[src/rtl/rqsb_pkg.sv]
// Package for the request stream sideband field capture block
package rqsb_pkg;
	// Sideband field positions
	localparam int SB_OFFSET_LSB = 8;
	localparam int SB_ABORT_BIT = 11;
	localparam int SB_HINT_BIT = 12;
	localparam int SB_HTYPE_LSB = 13;
	localparam int SB_WIDTH = 60;
	localparam int PAYLOAD_WIDTH = 256;
	// Register byte addresses
	localparam logic [7:0] ADDR_CTRL = 8'h00;
	localparam logic [7:0] ADDR_FIELDS = 8'h04;
	localparam logic [7:0] ADDR_STATUS = 8'h08;
	localparam logic [7:0] ADDR_MASK = 8'h0C;
	localparam logic [7:0] ADDR_COUNT = 8'h10;
	// Reset values
	localparam logic [1:0] CTRL_RESET = 2'h0;
	localparam logic [2:0] MASK_RESET = 3'h0;
	// Captured first-beat fields
	typedef struct packed {
		logic [2:0] offset;
		logic hint_present;
		logic [1:0] hint_type;
	} rqsb_fields_t;
	// Status bit layout: 0 aborted, 1 abort reported, 2 packet done
	typedef struct packed {
		logic pkt_done;
		logic abort_rep;
		logic aborted;
	} rqsb_events_t;
endpackage

[src/rtl/rqsb_core.sv]
// Request stream sideband capture: offset, abort and hint fields
//
// The AHB-Lite register port and the register offsets were decided locally.
`timescale 1ns/100ps
// Functional notes
// Aligned mode: offset is start lane modulo 4
// Capture offset and hint on first beat
// Dword mode: offset field always zero
// Root Port config packets: offset zero
// Abort flag nullifies the packet
// Abort sticky until end of packet
// Abort sampled only while ready high
// No abort on non-posted requests
// Abort never on first beat
// Endpoint reports aborted packet via error reporting
// Bit 12 flags hint presence
// Hint bit zero when hints unused
// Hint type carries processing-hint value
// Ignore hint type without hint present
module rqsb_core (
	input wire logic mclk_i,
	input wire logic resetn_i,
	input wire logic request_stream_valid_i,
	input wire logic request_stream_ready_i,
	input wire logic request_stream_last_i,
	input wire logic [rqsb_pkg::SB_WIDTH-1:0] request_stream_sideband_i,
	input wire logic [31:0] haddr_i,
	input wire logic [1:0] htrans_i,
	input wire logic hwrite_i,
	input wire logic [2:0] hsize_i,
	input wire logic hsel_i,
	input wire logic hready_i,
	input wire logic [31:0] hwdata_i,
	output logic [31:0] hrdata_o,
	output logic hreadyout_o,
	output logic hresp_o,
	output rqsb_pkg::rqsb_fields_t fields_o,
	output logic fields_valid_o,
	output logic nullify_o,
	output logic error_report_o,
	output logic irq_o
);
	import rqsb_pkg::*;

	logic in_pkt_r;
	logic abort_sticky_r;
	rqsb_fields_t fields_r;
	logic fields_valid_r;
	logic nullify_r;
	logic error_report_r;
	logic [1:0] ctrl_r;
	rqsb_events_t status_r;
	logic [2:0] mask_r;
	logic [15:0] abort_count_r;
	logic wr_pend_r;
	logic [7:0] wr_addr_r;
	logic [31:0] rdata_r;
	logic beat;
	logic first_beat;
	logic abort_now;
	logic abort_eff;
	logic pkt_end;
	logic bus_req;
	logic [2:0] ev;
	logic wr_ctrl;
	logic wr_status;
	logic wr_mask;
	logic [1:0] ctrl_nxt;
	logic [2:0] mask_nxt;
	rqsb_events_t status_nxt;
	logic [31:0] rdata_nxt;

	// Only sideband bits 14:8 are looked at; byte enables, steering tag,
	// sequence number and parity pass by this block untouched.
	// Hint type reads as zero whenever no hint was flagged.
	// Handshake terms; abort only counts on accepted beats
	assign beat = request_stream_valid_i && request_stream_ready_i;
	assign first_beat = beat && !in_pkt_r;
	// First-beat abort is illegal, so it is not looked at there
	assign abort_now = beat && in_pkt_r && request_stream_sideband_i[SB_ABORT_BIT];
	assign abort_eff = abort_now || abort_sticky_r;
	// Early termination in the abort beat also ends the packet
	assign pkt_end = beat && request_stream_last_i;

	// Packet framing tracker
	always_ff @(posedge mclk_i or negedge resetn_i) begin
		if (!resetn_i) begin
			in_pkt_r <= 1'b0;
		end else if (beat) begin
			in_pkt_r <= !request_stream_last_i;
		end
	end

	// Sticky abort held until the packet closes
	// Dropping the flag mid-packet does not clear the sticky copy
	always_ff @(posedge mclk_i or negedge resetn_i) begin
		if (!resetn_i) begin
			abort_sticky_r <= 1'b0;
		end else if (pkt_end) begin
			abort_sticky_r <= 1'b0;
		end else if (abort_now) begin
			abort_sticky_r <= 1'b1;
		end
	end

	// First-beat field capture
	always_ff @(posedge mclk_i or negedge resetn_i) begin
		if (!resetn_i) begin
			fields_r <= '0;
			fields_valid_r <= 1'b0;
		end else begin
			fields_valid_r <= first_beat;
			if (first_beat) begin
				fields_r.offset <= request_stream_sideband_i[SB_OFFSET_LSB +: 3];
				fields_r.hint_present <= request_stream_sideband_i[SB_HINT_BIT];
				// Type forced to zero when no hint is present
				fields_r.hint_type <= request_stream_sideband_i[SB_HINT_BIT] ?
					request_stream_sideband_i[SB_HTYPE_LSB +: 2] : 2'h0;
			end
		end
	end

	// Nullify pulse in the cycle after the last beat of an aborted packet
	always_ff @(posedge mclk_i or negedge resetn_i) begin
		if (!resetn_i) begin
			nullify_r <= 1'b0;
		end else begin
			nullify_r <= pkt_end && abort_eff;
		end
	end

	// Error report pulse only in endpoint mode, same timing as nullify
	always_ff @(posedge mclk_i or negedge resetn_i) begin
		if (!resetn_i) begin
			error_report_r <= 1'b0;
		end else begin
			error_report_r <= pkt_end && abort_eff && ctrl_r[0];
		end
	end

	// Aborted packet counter, wraps
	always_ff @(posedge mclk_i or negedge resetn_i) begin
		if (!resetn_i) begin
			abort_count_r <= 16'h0000;
		end else if (pkt_end && abort_eff) begin
			abort_count_r <= abort_count_r + 16'h0001;
		end
	end

	// AHB-Lite address phase capture; zero wait states
	// Transfer size and upper address bits are not decoded: whole words only
	assign bus_req = hsel_i && hready_i && htrans_i[1];
	always_ff @(posedge mclk_i or negedge resetn_i) begin
		if (!resetn_i) begin
			wr_pend_r <= 1'b0;
			wr_addr_r <= 8'h00;
		end else if (hready_i) begin
			wr_pend_r <= bus_req && hwrite_i;
			wr_addr_r <= haddr_i[7:0];
		end
	end

	// Write decode for the word still in its data phase
	assign wr_ctrl = wr_pend_r && (wr_addr_r == ADDR_CTRL);
	assign wr_status = wr_pend_r && (wr_addr_r == ADDR_STATUS);
	assign wr_mask = wr_pend_r && (wr_addr_r == ADDR_MASK);

	// Next register values; reads use them so a read right behind a write
	// never returns the word that the write is replacing
	assign ctrl_nxt = wr_ctrl ? hwdata_i[1:0] : ctrl_r;
	assign mask_nxt = wr_mask ? hwdata_i[2:0] : mask_r;

	// Control and mask registers
	always_ff @(posedge mclk_i or negedge resetn_i) begin
		if (!resetn_i) begin
			ctrl_r <= CTRL_RESET;
			mask_r <= MASK_RESET;
		end else begin
			ctrl_r <= ctrl_nxt;
			mask_r <= mask_nxt;
		end
	end

	// Sticky status: a new event beats a same-cycle clear
	assign ev = {pkt_end, pkt_end && abort_eff && ctrl_r[0], pkt_end && abort_eff};
	assign status_nxt = (status_r & ~(wr_status ? hwdata_i[2:0] : 3'h0)) | ev;
	always_ff @(posedge mclk_i or negedge resetn_i) begin
		if (!resetn_i) begin
			status_r <= '0;
		end else begin
			status_r <= status_nxt;
		end
	end

	// Read mux; unmapped offsets read as zero
	always_comb begin
		unique case (haddr_i[7:0])
			ADDR_CTRL: rdata_nxt = 32'(ctrl_nxt);
			ADDR_FIELDS: rdata_nxt = 32'({fields_valid_r, fields_r});
			ADDR_STATUS: rdata_nxt = 32'(status_nxt);
			ADDR_MASK: rdata_nxt = 32'(mask_nxt);
			ADDR_COUNT: rdata_nxt = 32'(abort_count_r);
			default: rdata_nxt = 32'h0000_0000;
		endcase
	end

	// Read data registered in the address phase so hrdata comes from flops
	always_ff @(posedge mclk_i or negedge resetn_i) begin
		if (!resetn_i) begin
			rdata_r <= 32'h0000_0000;
		end else if (bus_req && !hwrite_i) begin
			rdata_r <= rdata_nxt;
		end
	end

	// Outputs; bus always ready with OKAY
	assign hrdata_o = rdata_r;
	assign hreadyout_o = 1'b1;
	assign hresp_o = 1'b0;
	assign fields_o = fields_r;
	assign fields_valid_o = fields_valid_r;
	assign nullify_o = nullify_r;
	assign error_report_o = error_report_r;
	assign irq_o = |(status_r & mask_r);
endmodule

[config.mk]
export PLATFORM = sky130hd
export DESIGN_NAME = rqsb_core
export DESIGN_NICKNAME = d
export VERILOG_FILES = /design/src/rtl/rqsb_pkg.sv /design/src/rtl/rqsb_core.sv
export SDC_FILE = /design/constraint.sdc
export NUM_CORES = 1
export LEC_CHECK = 0
export BUFFER_PORTS_ARGS = -buffer_cell sky130_fd_sc_hd__buf_4
export CAP_MARGIN = 20
export CORE_MARGIN = 3
export CORE_UTILIZATION = 38
export DETAILED_ROUTE_END_ITERATION = 7
export PLACE_DENSITY_LB_ADDON = 0.12
export REMOVE_ABC_BUFFERS = 1
export SYNTH_ARGS = -nofsm -noshare
export SYNTH_HDL_FRONTEND = slang
export SYNTH_SLANG_ARGS = --single-unit
[constraint.sdc]
create_clock -name mclk_i -period 1.9 [get_ports mclk_i]
set_clock_uncertainty 0.1 [all_clocks]
set_input_delay 0.19 -clock mclk_i [delete_from_list [all_inputs] [get_ports mclk_i]]
set_output_delay 0.19 -clock mclk_i [all_outputs]
set_load 0.01 [all_outputs]
==> qor.tcl, run 1 <==
set qor(clock_tree_root_driver_cell) {sky130_fd_sc_hd__clkbuf_8}
set qor(dr_total_vias) 2196
set qor(timing.final.hold_violations) 0
set qor(drt_first_pass_iters) 4
set qor(wire_per_inst_um) 14.52
set qor(layout.cells.most_common_list) {sky130_fd_sc_hd__buf_4 (69), sky130_fd_sc_hd__dfrtp_1 (60), sky130_fd_sc_hd__nand2_1 (51)}
set qor(track_usage_pct) 16.43
set qor(post_synthesis_cell_area_sq_um) 2805
set qor(die_h_um) 91.92
set qor(slowest_cell_on_crit_path) {sky130_fd_sc_hd__dfrtp_1}
set qor(port_buffers) 52
set qor(grt_start_max_net_pins) 61
set qor(tightest_slew_ps) 997.3
set qor(cp_data_arrival_time_ps) 2020
set qor(avgViaCountPerCell) 4.880
set qor(timing.fmax_mhz) 524.5
set qor(critPathRequiredTime_ps) 2010
set qor(synth_top_cell_by_area) {sky130_fd_sc_hd__dfrtp_1}
set qor(min_from) {hwdata_i[2]}
set qor(avgSynthCellArea_sq_um) 10.59
set qor(power-per-cell-area_nw_per_um2) 828.9
set qor(placement_rows) 30
set qor(rsz0062_at_grt) {yes}
set qor(cts_inserted_buffers) 9
set qor(crit-reg2reg-launch) {wr_addr_r[4]}
set qor(crit_path_end_kind) {flip-flop}
set qor(detail_route.drc_violations) 0
set qor(vdd_drop_max_mv) 0.4543
set qor(initial_core_util_pct) 40.18
set qor(first_global_vias) 2144
set qor(max-clock-path-buffers) 2
set qor(number_of_flops_mapped_to_enable_cells_by_yosys) 0
set qor(nFillCells) 679
set qor(final_common_cell) {sky130_fd_sc_hd__buf_4}
set qor(cts-htree-levels) 3
set qor(worstSetupPathType) {flip-flop to flip-flop}
set qor(worstPathMaxFanout) 3
set qor(grt_pass1_wl_um) 10670
set qor(synth_top_area_share_pct) 53.52
set qor(synthFlopType) {sky130_fd_sc_hd__dfrtp_1}
set qor(drtAntennaViolNets) 0
set qor(clkSlewWorstSetupHoldPaths_ps) 70
set qor(synth.area.top_cells) {sky130_fd_sc_hd__dfrtp_1 (54%), sky130_fd_sc_hd__nand2_1 (6.8%), sky130_fd_sc_hd__mux2_2 (5.2%), sky130_fd_sc_hd__buf_4 (4.8%), sky130_fd_sc_hd__xnor2_1 (2.8%)}
set qor(clock_sinks) 60
set qor(startpoint_type) {flip-flop}
set qor(tritoncts) {built}
set qor(setup-tns-final_ps) -6.742
set qor(period_needed_ps) 1907
set qor(setup_ws_ps) -6.742
set qor(multi_input_area_sq_um) 1255
set qor(die_w_um) 91.92
set qor(areaGrowthSynthToFinish_pct) 33.99
set qor(synth_seq_cells) 60
set qor(net_count_of_the_finished_layout) 487
set qor(timing.critical_path.from) {wr_addr_r[4]}
set qor(postRouteWirelength_um) 6536
set qor(dp_worst_setup_slack_ps) -15.66
set qor(floorplan.die_area_sq_um) 8449
set qor(final_min_period_over_clock_period_pct) 100.4
set qor(clock_latency_ps) 340
set qor(worst_hold_path_type) {input port to flip-flop}
set qor(total_power_mw) 3.116
set qor(violations) {negative setup slack}
set qor(critical_path.cell_chain) {nor4_2, buf_4, and3b_2, mux2_4, a31oi_4, a31oi_1}
set qor(status) {complete, but fails checks}
set qor(number_of_cells_produced_by_synthesis) 265
set qor(max-slew-margin-rel_pct) 32.90
set qor(yosys_warnings) 0
set qor(ios) 181
set qor(slew_viol_final) 0
set qor(core-area_sq_um) 6982
set qor(grt_overflow_total) 0
set qor(ys_seq_area_share_pct) 53.52
set qor(detailedRoute.firstIterationViolations) 105
set qor(hold_ws_ps) 17.52
set qor(timing.final.setup_violations) 1
set qor(diodes) 0
set qor(highest_cell_delay_on_the_worst_timing_path_ps) 420
set qor(cap_violations) 0
set qor(post_route_cells_drive_above_1_share_pct) 31.92
set qor(grt_antenna_before_repair) 0
set qor(area_taken_by_flip_flops_and_latches_sq_um) 1501
set qor(place.detailed.hpwl_um) 4534
set qor(power.static_leakage_nw) 1.778
set qor(post_synth_num_cell_types) 45
set qor(synth-async-reset-ratio_pct) 100.0
set qor(gpl.final_weighted_congestion) 0.8062
-- kinds of logic (layout without fill, tap and decap cells) --
| group | after synthesis | count (layout) | share of synthesized area (%) |
|---|---|---|---|
| AND/OR/NAND/NOR | 99 | 99 | 18.29 |
| flip-flops | 60 | 60 | 53.52 |
| AO/OA/AOI/OAI | 43 | 43 | 10.48 |
| buffers and inverters | 31 | 104 | 6.556 |
| XOR/XNOR | 15 | 15 | 4.683 |
| multiplexers | 14 | 14 | 5.754 |
| other | 2 | 18 | 0.2677 |
| adder cells (fa/ha/maj) | 1 | 1 | 0.4460 |
-- synthesized netlist by cell type (6+ instances only) --
master,instances
sky130_fd_sc_hd__dfrtp_1,60
sky130_fd_sc_hd__nand2_1,51
sky130_fd_sc_hd__buf_4,18
sky130_fd_sc_hd__o21ai_0,14
sky130_fd_sc_hd__mux2_2,13
sky130_fd_sc_hd__xnor2_1,9
sky130_fd_sc_hd__nor2_1,8
sky130_fd_sc_hd__and3_1,7
sky130_fd_sc_hd__clkbuf_1,6
sky130_fd_sc_hd__inv_1,6
sky130_fd_sc_hd__nand3_1,6
sky130_fd_sc_hd__nand4_1,6
sky130_fd_sc_hd__xor2_1,6
-- path summary, 6_finish.rpt --
kind,end,slack (ps),cells past startpoint
max,hrdata_o[0],-7,6
min,mask_r[2],20,2
max reg2reg,hrdata_o[0],-7,6
min reg2reg,abort_count_r[15],370,1
max in group asynchronous,wr_addr_r[1],800,2
min in group asynchronous,wr_addr_r[0],360,2
-- worst max-delay path: cells and delay by family, from the launching register on --
family	cells	cell delay, ps
AO/OA/AOI/OAI	2	250
multiplexers	1	330
AND/OR/NAND/NOR	2	520
flip-flops	1	420
buffers and inverters	1	160
-- through the flow --
step                      utilization, %  std cells  cell area (sq um)
final                              53.84        450               3759
after global routing               53.84        450               3759
after CTS                          52.42        446               3660
after detailed placement           47.49        418               3316
after global placement             47.49        418               3316
after floorplan                        -        257               2708
-- repair_timing --
item	4_1_cts	5_1_grt
setup buffers	0	4
gates resized for setup	1	12
setup endpoints to repair	2	9
hold buffers	12	0
pin swaps	3	10
endpoints found under the hold margin	71	0
-- registers in the layout, indices dropped and copies added (netlist names) --
signal and flops:
abort_count_r 16, abort_sticky_r 1, ctrl_r 2, error_report_o 1
fields_o 6, fields_valid_o 1, hrdata_o 16, in_pkt_r 1
mask_r 3, nullify_o 1, status_r 3, wr_addr_r 8
wr_pend_r 1
-- layer usage --
metal	GRT usage, %	vias up	part of all wire (%)
met5	0	-	0
met4	7.426	0	1.7
met3	4.594	10	5.9
met2	23.78	67	45
met1	22.84	1057	48
li1	-	1062	-
-- where the power goes --
group / switching (mW) / total, mW / internal (mW)
registers: 0.0935 / 1.47 / 1.37
clock network: 0.497 / 1.27 / 0.773
logic: 0.187 / 0.380 / 0.193
total: 0.778 / 3.12 / 2.34
-- final cells by class --
type / instances / area share [%]
repair buffers: 81 / 16.98
well taps: 96 / 3.196
multi-input cells: 190 / 33.39
flip-flops and latches: 60 / 39.95
clock inverters: 4 / 1.931
clock buffers: 12 / 3.862
inverters: 7 / 0.6991
Note: power is estimated with default switching activity, not from simulation.
==> run 2: changes to the inputs <==
REMOVE_ABC_BUFFERS = default   (was 1)
==> run 2 against run 1 <==
Combinational power about the same. The run still ends with negative setup slack left. Core utilization is 0.30 points lower. Critical path depth unchanged.
==> qor.tcl, run 2 (synthesis gave the netlist of run 1 again) <==
set qor(status) {complete, but fails checks}
set qor(violations) {negative setup slack}
set qor(critical_path.cell_chain) {nor4b_2, buf_4, nand3_4, mux2_4, o21a_1, a221o_1}
set qor(drtAntennaViolNets) 0 ;# unchanged
set qor(postRouteWirelength_um) 6397 ;# -2.1%
set qor(diodes) 0 ;# unchanged
set qor(place.detailed.hpwl_um) 4516 ;# -0.38%
set qor(tightest_slew_ps) 771.3 ;# -226.0 ps
set qor(tritoncts) {built}
set qor(critPathBufInv) 1 ;# unchanged
set qor(detail_route.drc_violations) 0 ;# unchanged
set qor(port_buffers) 52 ;# unchanged
set qor(clkSlewWorstSetupHoldPaths_ps) 70 ;# about the same
set qor(max-slew-margin-rel_pct) 48.58 ;# +16 points
set qor(gate_family_responsible_for_the_most_delay_along_the_worst_path) {compound AO/OA/AOI/OAI gates}
set qor(grt_pass1_wl_um) 10310 ;# -3.4%
set qor(net_count_of_the_finished_layout) 488 ;# +0.21%
set qor(clock_latency_ps) 340 ;# about the same
set qor(dr_total_vias) 2188 ;# -0.36%
set qor(ios) 181 ;# unchanged
set qor(grt_overflow_total) 0 ;# unchanged
set qor(startpoint_type) {flip-flop}
set qor(layout.cells.most_common_list) {sky130_fd_sc_hd__buf_4 (72), sky130_fd_sc_hd__dfrtp_1 (59), sky130_fd_sc_hd__nand2_1 (51)}
set qor(placement_rows) 30 ;# unchanged
set qor(avgViaCountPerCell) 4.851 ;# -0.59%
set qor(postLayoutCellArea_sq_um) 3737 ;# -0.57%
set qor(max-clock-path-buffers) 2 ;# unchanged
set qor(period_needed_ps) 1907 ;# +0.4425 ps
set qor(floorplan.die_area_sq_um) 8449 ;# unchanged
set qor(post_route_cells_drive_above_1_share_pct) 31.83 ;# -0.090 points
set qor(rsz0062_at_grt) {yes}
set qor(areaGrowthSynthToFinish_pct) 33.23
set qor(instance_area_at_placement_sq_um) 3323 ;# +0.23%
set qor(area_taken_by_flip_flops_and_latches_sq_um) 1503 ;# about the same
set qor(wire_per_inst_um) 14.18 ;# -2.3%
set qor(worst_hold_path_type) {input port to flip-flop}
set qor(clock_sinks) 60 ;# unchanged
set qor(highest_cell_delay_on_the_worst_timing_path_ps) 420 ;# about the same
set qor(drt_first_pass_iters) 6 ;# +2
set qor(power.static_leakage_nw) 1.794 ;# +0.94%
set qor(crit_path_end_kind) {flip-flop}
set qor(dp_worst_setup_slack_ps) -17.52 ;# -1.850 ps
set qor(detailedRoute.firstIterationViolations) 108 ;# +2.9%
set qor(die_h_um) 91.92 ;# unchanged
set qor(cts_inserted_buffers) 9 ;# unchanged
set qor(final_min_period_over_clock_period_pct) 100.4 ;# about the same
set qor(setup_ws_ps) -7.184 ;# -0.4425 ps
set qor(grt_start_max_net_pins) 61 ;# unchanged
set qor(core-area_sq_um) 6982 ;# unchanged
set qor(cp_data_arrival_time_ps) 2030 ;# about the same
set qor(total_power_mw) 3.181 ;# +2.1%
set qor(grt_antenna_before_repair) 0 ;# unchanged
set qor(critPathRequiredTime_ps) 2020 ;# about the same
set qor(initial_core_util_pct) 40.18 ;# unchanged
set qor(nFillCells) 652 ;# -4.0%
set qor(track_usage_pct) 15.42 ;# -1.0 points
set qor(worstPathMaxFanout) 3 ;# unchanged
set qor(power-per-cell-area_nw_per_um2) 851.3 ;# +2.7%
set qor(gpl.final_weighted_congestion) 0.8206 ;# +1.8%
set qor(multi_input_area_sq_um) 1212 ;# -3.4%
set qor(worstSetupPathType) {flip-flop to flip-flop}
set qor(clock_tree_root_driver_cell) {sky130_fd_sc_hd__clkbuf_8}
set qor(cts-htree-levels) 3 ;# unchanged
set qor(slew_viol_final) 0 ;# unchanged
set qor(cap_violations) 0 ;# unchanged
set qor(timing.final.setup_violations) 1 ;# unchanged
set qor(timing.final.hold_violations) 0 ;# unchanged
set qor(first_global_vias) 2128 ;# -0.75%
set qor(die_w_um) 91.92 ;# unchanged
set qor(timing.fmax_mhz) 524.3 ;# about the same
set qor(final_common_cell) {sky130_fd_sc_hd__buf_4}
set qor(vdd_drop_max_mv) 0.4732 ;# +4.2%
set qor(slowest_cell_on_crit_path) {sky130_fd_sc_hd__dfrtp_1}
set qor(setup-tns-final_ps) -7.184 ;# -0.4425 ps
-- run 2: timing repair --
action                     CTS  global route
pin swaps                    4            10
setup buffers                1             5
setup endpoints to repair    3             8
gates resized for setup      2             6
hold endpoints to repair    69             0
hold buffers                10             0
-- run 2: metrics by stage --
step,utilization (%),hold WS (ps),instances
floorplan,-,-205.6,281
global placement,47.60,215.7,419
detailed placement,47.60,218.5,419
CTS,52.65,3.251,446
global route,53.53,8.878,451
finish,53.53,23.10,451
-- run 2: path summary, 6_finish.rpt --
kind / cells after the start / startpoint / slack (ps) / to
max: 6 / wr_addr_r[0] / -7 / hrdata_o[2]
max in group asynchronous: 2 / resetn_i / 780 / wr_addr_r[7]
min in group asynchronous: 2 / resetn_i / 370 / wr_addr_r[0]
max reg2reg: 6 / wr_addr_r[0] / -7 / hrdata_o[2]
min: 2 / haddr_i[5] / 20 / wr_addr_r[5]
min reg2reg: 1 / abort_count_r[15] / 380 / abort_count_r[15]
-- run 2: area by class of cell --
cell class,instances,share of cell area [%]
clock buffers,12,4.419
clock inverters,4,1.875
inverters,7,0.7030
multi-input cells,190,32.44
flip-flops and latches,60,40.21
well taps,96,3.214
repair buffers,82,17.14
-- run 2: routing by layer --
layer	vias to the layer above	share of wire, %	GRT usage, %
li1	1063	-	-
met1	1045	49	21.50
met2	72	43	22.51
met3	8	5.3	3.938
met4	0	1.7	7.054
met5	-	0	0
-- run 2: power breakdown --
group          leakage, nW  internal (mW)  switching, mW
Sequential           0.779           1.37         0.0977
Combinational        0.893          0.195          0.188
Clock                0.122          0.841          0.487
Total                 1.79           2.41          0.773
